<file path="config.mk">
export PLATFORM = sky130hd
export DESIGN_NAME = nir_config
export DESIGN_NICKNAME = d
export VERILOG_FILES = /design/src/nir_pkg.sv /design/src/nir_last_mem.sv /design/src/nir_redirect_pick.sv /design/src/nir_config.sv
export VERILOG_INCLUDE_DIRS = /design/src
export SDC_FILE = /design/constraint.sdc
export NUM_CORES = 2
export LEC_CHECK = 0
export ABC_AREA = 1
export BUFFER_PORTS_ARGS = -buffer_cell sky130_fd_sc_hd__buf_2
export CAP_MARGIN = 25
export CORE_AREA = 2 2 332 334
export CTS_BUF_LIST = sky130_fd_sc_hd__clkbuf_16
export CTS_CLUSTER_SIZE = 12
export DETAILED_ROUTE_END_ITERATION = 8
export DIE_AREA = 0 0 334 336
export PLACE_DENSITY = 0.71
export SETUP_SLACK_MARGIN = 0.4
export SLEW_MARGIN = 15
export SYNTH_ARGS = -nofsm -noshare
export SYNTH_HDL_FRONTEND = slang
export SYNTH_HIERARCHICAL = 1
export SYNTH_SLANG_ARGS = --single-unit
</file>
<file path="constraint.sdc">
create_clock -name clk_sys -period 10 [get_ports clk_sys]
set_input_delay 2 -clock clk_sys [delete_from_list [all_inputs] [get_ports clk_sys]]
set_output_delay 2 -clock clk_sys [all_outputs]
set_load 0.02 [all_outputs]
</file>
<file path="src/nir_defines.svh">
// offsets, field positions, reset values and codes of the node-id and interrupt redirect block
`ifndef NIR_DEFINES_SVH
`define NIR_DEFINES_SVH

// configuration offsets (byte addresses inside a function)
`define NIR_OFF_VENDOR_IDENT 12'h000
`define NIR_OFF_DEVICE_IDENT 12'h002
`define NIR_OFF_NODE_ID_CONFIG 12'h0C0
`define NIR_OFF_INTERRUPT_CONFIG 12'h0C8
`define NIR_FUNC_MAIN 3'h0

// node_id_config fields (lsb of each 3-bit field)
`define NIR_NODE_CTRL_LSB 13
`define NIR_LEGACY_LSB 10
`define NIR_LOCK_LSB 5
`define NIR_LOCAL_LSB 0
`define NIR_NODE_ID_RESET 32'h0000_0000
`define NIR_NODE_ID_WMASK 32'h0000_FCE7

// interrupt_config fields
`define NIR_OVR_BIT 18
`define NIR_MODE_BIT 17
`define NIR_CHK_BIT 16
`define NIR_HASH_LSB 8
`define NIR_REDIR_LSB 4
`define NIR_FORCE_BIT 1
`define NIR_XAPIC_BIT 0
`define NIR_INT_CFG_RESET 32'h0000_0001
`define NIR_INT_CFG_WMASK 32'h0007_0773

// redirection schemes
`define NIR_SCHEME_FIXED 3'h0
`define NIR_SCHEME_LAST 3'h1
`define NIR_SCHEME_HASH 3'h2

// hash bit selections
`define NIR_HASH_SEL_74 3'h0
`define NIR_HASH_SEL_63 3'h1
`define NIR_HASH_SEL_41 3'h2
`define NIR_HASH_SEL_30 3'h3

`endif

</file>
<file path="src/nir_pkg.sv">
// types shared by the node-id and interrupt redirect block
package nir_pkg;

	typedef struct packed {
		logic valid;
		logic write;
		logic [2:0] func;
		logic [11:0] offset;
		logic [3:0] byte_en;
		logic [31:0] wdata;
	} nir_cfg_req_t;

	typedef struct packed {
		logic valid;
		logic [31:0] rdata;
	} nir_cfg_rsp_t;

	typedef struct packed {
		logic valid;
		logic [31:0] logical_apic_identifier;
		logic flat_cluster_mode;
		logic extended_apic_enable;
	} nir_prio_msg_t;

	typedef struct packed {
		logic [2:0] node_controller_node;
		logic [2:0] legacy_socket_node;
		logic [2:0] lock_master_node;
		logic [2:0] local_socket_node;
	} nir_node_ids_t;

endpackage : nir_pkg

</file>
<file path="src/nir_last_mem.sv">
// per-vector memory of the last chosen redirection target
`timescale 1ns/1ns
module nir_last_mem #(
	parameter int DEPTH = 256,
	parameter int AW = 8,
	parameter int WIDTH = 4
) (
	// clock and reset
	input wire logic clk_sys,
	input wire logic rst,
	// write port
	input wire logic wr_en,
	input wire logic [AW-1:0] wr_addr,
	input wire logic [WIDTH-1:0] wr_data,
	// read port, data one cycle later
	input wire logic rd_en,
	input wire logic [AW-1:0] rd_addr,
	output logic rd_filled,
	output logic [WIDTH-1:0] rd_data
);

	logic [WIDTH-1:0] mem [DEPTH];
	// the array itself has no reset, so a separate filled vector marks entries ever written
	logic [DEPTH-1:0] filled;
	logic [DEPTH-1:0] next_filled;
	logic next_rd_filled;
	logic [WIDTH-1:0] next_rd_data;

	always_comb begin
		next_filled = filled;
		next_rd_filled = rd_filled;
		next_rd_data = rd_data;
		if (wr_en) begin
			next_filled[wr_addr] = 1'b1;
		end
		if (rd_en) begin
			next_rd_filled = filled[rd_addr];
			next_rd_data = mem[rd_addr];
		end
	end

	always_ff @(posedge clk_sys) begin
		if (wr_en) begin
			mem[wr_addr] <= wr_data;
		end
	end

	always_ff @(posedge clk_sys or posedge rst) begin
		if (rst) begin
			filled <= '0;
			rd_filled <= 1'b0;
			rd_data <= '0;
		end else begin
			filled <= next_filled;
			rd_filled <= next_rd_filled;
			rd_data <= next_rd_data;
		end
	end

endmodule : nir_last_mem

</file>
<file path="src/nir_redirect_pick.sv">
// choice of a lowest-priority target among the enabled APICs
`timescale 1ns/1ns
`include "nir_defines.svh"
module nir_redirect_pick #(
	parameter int NUM_APICS = 16,
	parameter int IW = 4
) (
	// configuration
	input wire logic [2:0] scheme,
	input wire logic [2:0] hash_sel,
	input wire logic cluster_mode,
	input wire logic extended_mode,
	// request
	input wire logic [7:0] vector,
	input wire logic [NUM_APICS-1:0] enabled,
	input wire logic last_filled,
	input wire logic [IW-1:0] last_target,
	// choice
	output logic found,
	output logic [IW-1:0] target
);

	// first enabled APIC at or after start, wrapping round
	function automatic logic [IW:0] nir_first_from(input logic [NUM_APICS-1:0] en, input logic [IW-1:0] start);
		logic [IW:0] res;
		int idx;
		res = '0;
		for (int i = NUM_APICS - 1; i >= 0; i--) begin
			idx = (int'(start) + i) % NUM_APICS;
			if (en[idx]) begin
				res = {1'b1, IW'(idx)};
			end
		end
		return res;
	endfunction : nir_first_from

	// vector nibble chosen by the hash selection; reserved codes fall back to bits 7:4
	function automatic logic [3:0] nir_hash_nibble(input logic [2:0] sel, input logic [7:0] vec);
		case (sel)
			`NIR_HASH_SEL_63: return vec[6:3];
			`NIR_HASH_SEL_41: return vec[4:1];
			`NIR_HASH_SEL_30: return vec[3:0];
			default: return vec[7:4];
		endcase
	endfunction : nir_hash_nibble

	logic [3:0] nibble;
	logic [IW-1:0] hash_start;
	logic [IW:0] fixed_pick;
	logic [IW:0] hash_pick;

	always_comb begin
		nibble = nir_hash_nibble(hash_sel, vector);
		// cluster uses four hash bits, flat the low two of them
		hash_start = cluster_mode ? IW'(nibble) : IW'(nibble[1:0]);
		fixed_pick = nir_first_from(enabled, '0);
		hash_pick = nir_first_from(enabled, hash_start);
		found = fixed_pick[IW];
		target = fixed_pick[IW-1:0];
		case (scheme)
			`NIR_SCHEME_LAST: begin
				// a stale or disabled remembered target falls back to fixed priority
				if (extended_mode && last_filled && enabled[last_target]) begin
					found = 1'b1;
					target = last_target;
				end
			end
			`NIR_SCHEME_HASH: begin
				found = hash_pick[IW];
				target = hash_pick[IW-1:0];
			end
			default: begin
				found = fixed_pick[IW];
				target = fixed_pick[IW-1:0];
			end
		endcase
	end

endmodule : nir_redirect_pick

</file>
<file path="src/nir_config.sv">
// node-id and interrupt redirect configuration block with its redirection pipeline
//
// Functional notes
// four 3-bit node identifiers in node register
// mode bit read-only while override clear
// override set: software writes mode, messages ignored
// software should clear override after one change
// mode bit shows filter, firmware and messages update
// check enable needs non-zero logical id
// hash selection picks vector bits cluster/flat
// fixed priority: first enabled, also undefined codes
// code 001 reuses last target, extended mode
// code 010 round robin from vector hash
// writing 1 forces second-gen mode, 0 ignored
// extended enable resets 1, written and messaged
// fixed vendor and device codes per function
// reserved bits read zero, ignore writes
`timescale 1ns/1ns
`include "nir_defines.svh"
module nir_config
	import nir_pkg::*;
#(
	// identification codes; values are arbitrary
	parameter logic [15:0] VENDOR_CODE = 16'h1AB0,
	parameter logic [15:0] DEVICE_CODE_MAIN = 16'h0C10,
	parameter logic [15:0] DEVICE_CODE_OTHER = 16'h0C12,
	parameter int NUM_APICS = 16,
	parameter int VECTORS = 256
) (
	// clock and reset
	input wire logic clk_sys,
	input wire logic rst,
	// configuration access
	input wire nir_pkg::nir_cfg_req_t cfg_req,
	output nir_pkg::nir_cfg_rsp_t cfg_rsp,
	// task priority update messages
	input wire nir_pkg::nir_prio_msg_t priority_update_message,
	// configuration state seen by the interrupt logic
	output nir_pkg::nir_node_ids_t node_ids,
	output logic flat_cluster_mode,
	output logic extended_apic_enable,
	output logic force_second_gen_apic,
	// lowest-priority redirection request
	input wire logic redir_req_valid,
	input wire logic [7:0] redir_vector,
	input wire logic [NUM_APICS-1:0] redir_enabled,
	// redirection answer
	output logic redir_rsp_valid,
	output logic redir_rsp_found,
	output logic [$clog2(NUM_APICS)-1:0] redir_rsp_target
);
	import nir_pkg::*;

	localparam int IW = $clog2(NUM_APICS);

	////////////////////////////////////////////////////////////////////////////////
	// register access

	function automatic logic [31:0] nir_byte_mask(input logic [3:0] be);
		logic [31:0] m;
		m = '0;
		for (int i = 0; i < 4; i++) begin
			m[i*8 +: 8] = {8{be[i]}};
		end
		return m;
	endfunction : nir_byte_mask

	// register state
	logic [31:0] node_id_config;
	logic [31:0] next_node_id_config;
	logic [31:0] interrupt_config;
	logic [31:0] next_interrupt_config;
	logic force_latched;
	logic next_force_latched;
	nir_cfg_rsp_t next_cfg_rsp;

	// decode of the current access
	logic [31:0] wmask;
	logic [31:0] node_merge;
	logic [31:0] int_merge;
	logic hit_main;
	logic wr_node;
	logic wr_int;
	logic msg_sample_ok;

	always_comb begin
		wmask = nir_byte_mask(cfg_req.byte_en);
		hit_main = cfg_req.valid && (cfg_req.func == `NIR_FUNC_MAIN);
		wr_node = hit_main && cfg_req.write && (cfg_req.offset[11:2] == `NIR_OFF_NODE_ID_CONFIG >> 2);
		wr_int = hit_main && cfg_req.write && (cfg_req.offset[11:2] == `NIR_OFF_INTERRUPT_CONFIG >> 2);
		// only the defined fields take write data; reserved bits stay zero
		node_merge = (node_id_config & ~(wmask & `NIR_NODE_ID_WMASK)) |
			(cfg_req.wdata & wmask & `NIR_NODE_ID_WMASK);
		int_merge = (interrupt_config & ~(wmask & `NIR_INT_CFG_WMASK)) |
			(cfg_req.wdata & wmask & `NIR_INT_CFG_WMASK);

		// a message may move the mode only when the identifier check passes or is off
		msg_sample_ok = priority_update_message.valid && !interrupt_config[`NIR_OVR_BIT] &&
			(!interrupt_config[`NIR_CHK_BIT] ||
			(priority_update_message.logical_apic_identifier != 32'h0000_0000));
	end

	// next register values
	always_comb begin
		next_node_id_config = node_id_config;
		next_interrupt_config = interrupt_config;
		next_force_latched = force_latched;
		if (wr_node) begin
			next_node_id_config = node_merge;
		end

		// message updates first, so a software write in the same cycle wins
		if (msg_sample_ok) begin
			next_interrupt_config[`NIR_MODE_BIT] = priority_update_message.flat_cluster_mode;
		end
		if (priority_update_message.valid) begin
			next_interrupt_config[`NIR_XAPIC_BIT] = priority_update_message.extended_apic_enable;
		end
		if (wr_int) begin
			next_interrupt_config[`NIR_OVR_BIT] = int_merge[`NIR_OVR_BIT];
			next_interrupt_config[`NIR_CHK_BIT] = int_merge[`NIR_CHK_BIT];
			next_interrupt_config[`NIR_HASH_LSB +: 3] = int_merge[`NIR_HASH_LSB +: 3];
			next_interrupt_config[`NIR_REDIR_LSB +: 3] = int_merge[`NIR_REDIR_LSB +: 3];
			next_interrupt_config[`NIR_XAPIC_BIT] = int_merge[`NIR_XAPIC_BIT];
			// the override in force before this write decides whether the mode bit moves
			if (interrupt_config[`NIR_OVR_BIT]) begin
				next_interrupt_config[`NIR_MODE_BIT] = int_merge[`NIR_MODE_BIT];
			end
			// the force bit only ever sets; a written zero changes nothing
			if (int_merge[`NIR_FORCE_BIT] && wmask[`NIR_FORCE_BIT]) begin
				next_force_latched = 1'b1;
			end
		end

		next_interrupt_config[`NIR_FORCE_BIT] = next_force_latched;
	end

	// read answer, one cycle after the access
	always_comb begin
		next_cfg_rsp.valid = cfg_req.valid && !cfg_req.write;
		next_cfg_rsp.rdata = 32'h0000_0000;
		if (cfg_req.valid && !cfg_req.write) begin
			case (cfg_req.offset[11:2])
				`NIR_OFF_VENDOR_IDENT >> 2: begin
					// the device code shares the first word, upper half
					next_cfg_rsp.rdata = {(hit_main ? DEVICE_CODE_MAIN : DEVICE_CODE_OTHER), VENDOR_CODE};
				end
				`NIR_OFF_NODE_ID_CONFIG >> 2: begin
					next_cfg_rsp.rdata = hit_main ? node_id_config : 32'h0000_0000;
				end
				`NIR_OFF_INTERRUPT_CONFIG >> 2: begin
					next_cfg_rsp.rdata = hit_main ? interrupt_config : 32'h0000_0000;
				end
				default: begin
					next_cfg_rsp.rdata = 32'h0000_0000;
				end
			endcase
		end
	end

	// outputs leave flops, in step with the registers
	always_ff @(posedge clk_sys or posedge rst) begin
		if (rst) begin
			node_id_config <= `NIR_NODE_ID_RESET;
			interrupt_config <= `NIR_INT_CFG_RESET;
			force_latched <= 1'b0;

			cfg_rsp <= '0;
			node_ids <= '0;
			flat_cluster_mode <= 1'b0;
			extended_apic_enable <= 1'b1;
			force_second_gen_apic <= 1'b0;
		end else begin
			node_id_config <= next_node_id_config;
			interrupt_config <= next_interrupt_config;
			force_latched <= next_force_latched;

			cfg_rsp <= next_cfg_rsp;
			node_ids.node_controller_node <= next_node_id_config[`NIR_NODE_CTRL_LSB +: 3];
			node_ids.legacy_socket_node <= next_node_id_config[`NIR_LEGACY_LSB +: 3];
			node_ids.lock_master_node <= next_node_id_config[`NIR_LOCK_LSB +: 3];
			node_ids.local_socket_node <= next_node_id_config[`NIR_LOCAL_LSB +: 3];
			flat_cluster_mode <= next_interrupt_config[`NIR_MODE_BIT];
			extended_apic_enable <= next_interrupt_config[`NIR_XAPIC_BIT];
			force_second_gen_apic <= next_force_latched;
		end
	end

	////////////////////////////////////////////////////////////////////////////////
	// redirection pipeline: request, memory read, choice

	// stage one: request as taken
	logic s1_valid;
	logic [7:0] s1_vector;
	logic [NUM_APICS-1:0] s1_enabled;
	logic next_s1_valid;
	logic [7:0] next_s1_vector;
	logic [NUM_APICS-1:0] next_s1_enabled;

	// choice made last cycle
	logic fwd_valid;
	logic [7:0] fwd_vector;
	logic [IW-1:0] fwd_target;
	logic next_fwd_valid;
	logic [7:0] next_fwd_vector;
	logic [IW-1:0] next_fwd_target;

	// memory answer and choice
	logic mem_filled;
	logic [IW-1:0] mem_target;
	logic last_filled;
	logic [IW-1:0] last_target;
	logic pick_found;
	logic [IW-1:0] pick_target;
	logic next_rsp_valid;
	logic next_rsp_found;
	logic [IW-1:0] next_rsp_target;

	always_comb begin
		next_s1_valid = redir_req_valid;
		next_s1_vector = redir_req_valid ? redir_vector : s1_vector;
		next_s1_enabled = redir_req_valid ? redir_enabled : s1_enabled;
		// the memory read happened before the previous choice was written, so bypass it
		last_filled = mem_filled;
		last_target = mem_target;
		if (fwd_valid && fwd_vector == s1_vector) begin
			last_filled = 1'b1;
			last_target = fwd_target;
		end

		next_fwd_valid = s1_valid && pick_found;
		next_fwd_vector = s1_vector;
		next_fwd_target = pick_target;

		next_rsp_valid = s1_valid;
		next_rsp_found = s1_valid && pick_found;
		next_rsp_target = s1_valid ? pick_target : redir_rsp_target;
	end

	// one entry per vector
	nir_last_mem #(
		.DEPTH(VECTORS),
		.AW(8),
		.WIDTH(IW)
	) u_last_mem (
		.clk_sys(clk_sys),
		.rst(rst),
		.wr_en(s1_valid && pick_found),
		.wr_addr(s1_vector),
		.wr_data(pick_target),
		.rd_en(redir_req_valid),
		.rd_addr(redir_vector),
		.rd_filled(mem_filled),
		.rd_data(mem_target)
	);

	// choice is combinational on stage one
	nir_redirect_pick #(
		.NUM_APICS(NUM_APICS),
		.IW(IW)
	) u_pick (
		.scheme(interrupt_config[`NIR_REDIR_LSB +: 3]),
		.hash_sel(interrupt_config[`NIR_HASH_LSB +: 3]),
		.cluster_mode(interrupt_config[`NIR_MODE_BIT]),
		.extended_mode(interrupt_config[`NIR_XAPIC_BIT] || force_latched),
		.vector(s1_vector),
		.enabled(s1_enabled),
		.last_filled(last_filled),
		.last_target(last_target),
		.found(pick_found),
		.target(pick_target)
	);

	// pipeline registers
	always_ff @(posedge clk_sys or posedge rst) begin
		if (rst) begin
			s1_valid <= 1'b0;
			s1_vector <= 8'h00;
			s1_enabled <= '0;

			fwd_valid <= 1'b0;
			fwd_vector <= 8'h00;
			fwd_target <= '0;

			redir_rsp_valid <= 1'b0;
			redir_rsp_found <= 1'b0;
			redir_rsp_target <= '0;
		end else begin
			s1_valid <= next_s1_valid;
			s1_vector <= next_s1_vector;
			s1_enabled <= next_s1_enabled;

			fwd_valid <= next_fwd_valid;
			fwd_vector <= next_fwd_vector;
			fwd_target <= next_fwd_target;

			redir_rsp_valid <= next_rsp_valid;
			redir_rsp_found <= next_rsp_found;
			redir_rsp_target <= next_rsp_target;
		end
	end

endmodule : nir_config

</file>
Word-level counts from Yosys, hierarchy flattened
Memories as Yosys holds them, arrays and structs flattened. A register that Yosys moved wholly into a read port is not among the register bits.
Index checks and enable logic that the tools add are counted.

storage, ports and cells
  memories = 1
  output and inout port bits = 54
  bits in registers = 391
  bits in writable memories = 1,024
  logic and storage cells = 234

cells by class
  bitwise gates (word level) = 23
  order comparisons = 20
  add/subtract/negate cells = 15
  eq/ne operators = 8
  muxes and demuxes = 108
  reductions and logical operators = 36

memory list
  memory          words  width  rd ports  clocked after Yosys merged registers in  write ports  RTL line            text
  u_last_mem.mem  256    4      1         1                                        1            nir_last_mem.sv:22  logic [WIDTH-1:0] mem [DEPTH];

operators with widths
  cell                                                  count
  OR 256 bit                                            1
  2-to-1 mux 5 bit                                      32
  case mux 32 bit (3 select lines)                      1
  < comparator 5 x 6 -> 1 bit, second input constant    15
  binary-select mux 1 bit (select 4 bit)                17
  2-to-1 mux 32 bit                                     2
  OR reduction 4 bit                                    15
  2-to-1 mux 1 bit                                      44
  bitwise AND 19 bit                                    2
  adder 4 bit, second input constant                    8
  bitwise AND 32 bit                                    1
  inverter 16 -> 32 bit                                 1
  OR 32 x 16 -> 32 bit                                  1
  nonzero test 32 bit                                   1
  equality test 10 x 6 -> 1 bit, second input constant  2
  2-to-1 mux 19 bit                                     1
  inverter 19 bit                                       1
  OR 19 bit                                             1
  < comparator 8 x 9 -> 1 bit, second input constant    2
  adder 4 x 3 -> 4 bit, second input constant           4
  2-to-1 mux 16 bit                                     1
  bitwise AND 1 bit, first input constant               15
  logical AND 1 bit                                     13
  2-to-1 mux 4 bit                                      3
  17 further kinds                                      26

Logic depth before layout (Yosys ltp)
  depth after elaboration = 29
  depth in mapped cells = 35

Hierarchy
The synthesis kept the hierarchy.

modules (own cells, without submodules)
  module             instances  cells each  seq. area each (µm²)  area each (µm²)
  nir_last_mem       1          4,804       37,280.8              53,194.8
  nir_config         1          376         2,153.3               3,662.3
  nir_redirect_pick  1          501         0.0                   2,457.4

Least setup slack after synthesis
Ideal clock, no wire load.

  path type = reg-to-reg
  from = register with a tool-made name
  to = memory u_last_mem.mem[0][1] (data pin)
  required time = 9,170 ps
  arrival time = 6,005 ps
  path buffers = 2
  setup slack = 3,165 ps
  period minus slack after synthesis = 6,835 ps
  setup time = 830 ps
  stages on the path, launching flop included = 33
  cells stage by stage = dfrtp_1 -> inv_2 -> nand2_2 -> nand2_4 -> inv_2 -> nand2_1 -> nand4_2 -> buf_2 -> ha_1 -> inv_1 -> clkbuf_1 -> nand3_1 -> nand3_1 -> nand2_1 -> nand2_1 -> nand2_1 -> nor2_2 -> nand2_1 -> nand3_1 -> nand2_1 -> nand2_1 -> nand2_1 -> nand2_1 -> nand2_1 -> nand2_1 -> nand2_1 -> nand2_1 -> nand2_1 -> nand2_1 -> nand2_1 -> nand2_1 -> nand2_1 -> nand2_1

RTL lines
  element        RTL line
  end, declared  nir_last_mem.sv:22

==> run_results.csv <==
group,metric,value,unit
grt,antenna_found_initial,5,
synthesis,synth.distinct_cells,51,
placement,place_area,60480,µm²
clock_network,clk_pin_slew_worst_paths,0.06,ns
worst_setup_path,cp.required,10.42,ns
floorplan,die_w,334,µm
worst_setup_path,crit_fanout,77,
clock_network,cts_hold_buf,0,
synthesis,synth_common_cells,"1619 x nand2_1, 1370 x nand3_1, 1024 x edfxtp_1, 346 x dfrtp_1, 344 x nor2_1",
sta,rsz0062_at_grt,"false",
grt,busiest_layer,"met2",
sta,finalSetupViolCount,0,
synthesis,synth_mux_area_share,0.4556,%
grt,grt_use_met2,43.95,%
synthesis,yosys-top-cells-area,"edfxtp_1 52%, dfrtp_1 15%, nand3_1 12%",
routing,drt_wl_total,154500,µm
power_and_ir_drop,max-vdd-ir-drop,0.1345,mV
grt,gr-total-overflow,0,
placement,dp.cells,6953,
final_layout,syn2layout_area_growth,9.480,%
routing,via_per_inst,5.850,
synthesis,synth-compound-area-share,1.181,%
worst_setup_path,r2r_setup_slack,3.84,ns
final_layout,multiInputGateArea,17500,µm²
floorplan,dieHeight,336,µm
clock_network,root_buffer,"clkbuf_16",
synthesis,syn_area,59310,µm²
final_layout,seq_area,39430,µm²
clock_network,cts_num_sinks,1371,
floorplan,io_pins,169,
sta,fmax,0.1624,GHz
sta,tightestPinTransition,1.157,ns
routing,drtAntennaViolNets,0,
worst_setup_path,r2r_cells,29,
floorplan,initial_core_util,54.72,%
clock_network,cts_buffer_depth,3,
hold_path,min-delay-start,"u_last_mem/filled[32]$_DFFE_PP0P_",
synthesis,synth_xor_area_share,0.1477,%
worst_setup_path,critPathMaxStageDelay,0.78,ns
sta,relSlewSlack,22.84,%
worst_setup_path,timing.rr.end,"u_last_mem/mem[55][0]$_DFFE_PP_",
final_layout,drive_above_1_share,12.36,%
sta,hold_viol,0,
synthesis,synth_fa_ha_area_share,0.1477,%
sta,hold_ws,0.4610,ns
grt,grtUsageMet3,4.602,%
synthesis,avgSynthCellArea,10.44,µm²
final_layout,fillers,8778,
synthesis,yosys_warnings,6,
clock_network,post_cts_resized,0,
grt,grt_pass1_vias,40140,
clock_network,cts_buffers,142,
routing,dr.pass1.iters,6,
worst_setup_path,path_class,"flop to flop",
synthesis,synth_top_family_by_area,"simple AND/OR/NAND/NOR gates",
floorplan,die-area,112200,µm²
synthesis,yosysSeqAreaShare,66.48,%
hold_path,min_path_cells,2,
run_status,outcome,"finished, final reports clean",
final_layout,fin_nets,5810,
grt,track_usage,27.48,%
sta,setup_tns,0,ns
synthesis,ys_seq_elements,1371,
worst_setup_path,path_common_cell,"nand2_1",
clock_network,cts_tree,"yes",
flow_run,cap_violations,0,
hold_path,holdPathEnd,"u_last_mem/filled[32]$_DFFE_PP0P_",
sta,finalMaxSlewViolations,0,
floorplan,coreArea,108400,µm²
worst_setup_path,end_kind,"flop",
routing,wl_per_cell,21.40,µm
final_layout,stdcell_area,64940,µm²
sta,fin_crit,6.156,ns
placement,dp_hpwl,87060,µm
worst_setup_path,cp.arrival,6.58,ns
clock_network,clkLatencyLatePin,0.75,ns
power_and_ir_drop,power,12590,µW
clock_network,cts_max_level,4,
synthesis,ys.flop_type,"edfxtp_1",
placement,io_buffers,140,
clock_network,cts_setup_buffers,0,
synthesis,syn_inst,5681,
worst_setup_path,startpoint_type,"flop",
grt,grt_first_pass_wirelength,236500,µm
synthesis,synth_edf_count,1024,
routing,vias,42220,
placement,place_congestion,0.9111,
floorplan,fp-row-count,121,
routing,drc,0,
routing,drtIter0Drc,4828,
power_and_ir_drop,leakagePower,0.02682,µW
synthesis,synth.most_common_cell,"nand2_1",
sta,min_period_over_period,61.56,%
synthesis,yosys.area.top_type,"edfxtp_1",
grt,grt_max_degree,303,
sta,skew,0.02457,ns
synthesis,async_flop_share,25.31,%
final_layout,fin_cells,7218,
hold_path,hold_class,"flop to flop",
synthesis,synth_top_area_share,51.84,%
worst_setup_path,cp_slowest_cell,"buf_4",
grt,grt_use_met1,38.09,%
synthesis,yosys.area_share.simple,27.45,%
power_and_ir_drop,p_per_area,193.9,nW/µm²
-- cells by family after synthesis --
kind of cell / count (synthesis)
DFF: 1371
buffers and inverters: 494
other: 1
muxes: 24
adders and majority gates: 7
and+or+nand+nor: 3649
xor gates and xnor gates: 10
AOI/OAI and AO/OA: 125
-- power breakdown --
| group | internal (µW) | switching (µW) | total [µW] | leakage, µW |
|---|---|---|---|---|
| combinational | 381 | 865 | 1250 | 0.00986 |
| clock | 2760 | 2150 | 4910 | 0.00236 |
| sequential | 6340 | 94.9 | 6430 | 0.0146 |
-- area by class of cell --
type                       instances  share of cell area [%]
sequential                      1371                   60.73
multi-input combinational       3826                   26.95
clock buffer                     145                   5.588
tap                             1414                   2.724
timing repair buffer             197                   2.013
clock inverter                   113                   1.062
inverter                         150                  0.9268
antenna                            2                0.007707
-- how the worst max path moves through the flow --
stage | startpoint | endpoint | slack, ns | depth (start not counted)
2_1_floorplan | rst | u_last_mem/filled[0]$_DFFE_PP0P_ | 0.82 | 1
3_3_place_gp | flop | u_last_mem/mem[179][0]$_DFFE_PP_ | 4.01 | 29
3_5_place_dp | flop | u_last_mem/mem[50][0]$_DFFE_PP_ | 3.98 | 29
4_1_cts | flop | u_last_mem/mem[55][0]$_DFFE_PP_ | 3.94 | 29
5_1_grt | flop | u_last_mem/mem[55][0]$_DFFE_PP_ | 3.34 | 29
6_report | flop | u_last_mem/mem[55][0]$_DFFE_PP_ | 3.84 | 29
-- critical path, delay by kind of cell, from the launching register on --
kind | cells | cell delay, ns
AND/OR/NAND/NOR | 23 | 2.96
adder cells (fa/ha/maj) | 1 | 0.42
buffers and inverters | 4 | 1.74
AO/OA/AOI/OAI | 1 | 0.19
flip-flops | 1 | 0.41
-- placed cells by master, fill, tap and decap left out, drive strengths merged --
cell type  netlist  routed
a21oi           53      53
xnor2            4       4
o211ai           2       2
clkinvlp         0       1
or2            258     258
o21ai           52      52
nand3         1381    1381
clkinv           2      34
bufinv           0       5
inv            148     223
clkbuf          66     145
buf            278     197
xor2             6       6
o22ai            3       3
a211oi           2       2
o21bai           2       2
dfstp            1       1
diode            0       2
nor2           353     353
conb             1      11
nor4             1       1
nand4           11      11
nor3             9       9
ha               7       7
a311oi           1       1
a31oi            5       5
nand3b           2       2
o31ai            1       1
edfxtp        1024    1024
nand2         1634    1634
dfrtp          346     346
mux2            24      24
a31o             1       1
a2111oi          1       1
o21a             2       2
-- through the flow --
stage / setup WS, ns / utilization (%)
after global placement: 4.012 / 55.79
final: 3.844 / 59.91
after CTS: 3.942 / 59.77
after detailed placement: 3.982 / 55.79
after floorplan: 0.8165 / -
after global routing: 3.338 / 59.90
-- state kept, by name, indices dropped and copies added (netlist names), named ones only --
register / flops
node_ids: 8
next_rsp_valid: 1
interrupt_config: 1
u_last_mem/rd_data: 4
fwd_target: 4
fwd_vector: 8
redir_rsp_valid: 1
u_last_mem/mem: 1024
s1_enabled: 16
fwd_valid: 1
u_last_mem/filled: 256
next_fwd_vector: 8
redir_rsp_target: 4
u_last_mem/rd_filled: 1
cfg_rsp: 20
-- metal layers --
layer	up-vias	part of all wire (%)
li1	19440	-
met1	20490	41
met2	1955	47
met3	333	8.6
met4	4	3.5
met5	-	0.013
No activity file was read; power rests on OpenSTA's default activity.
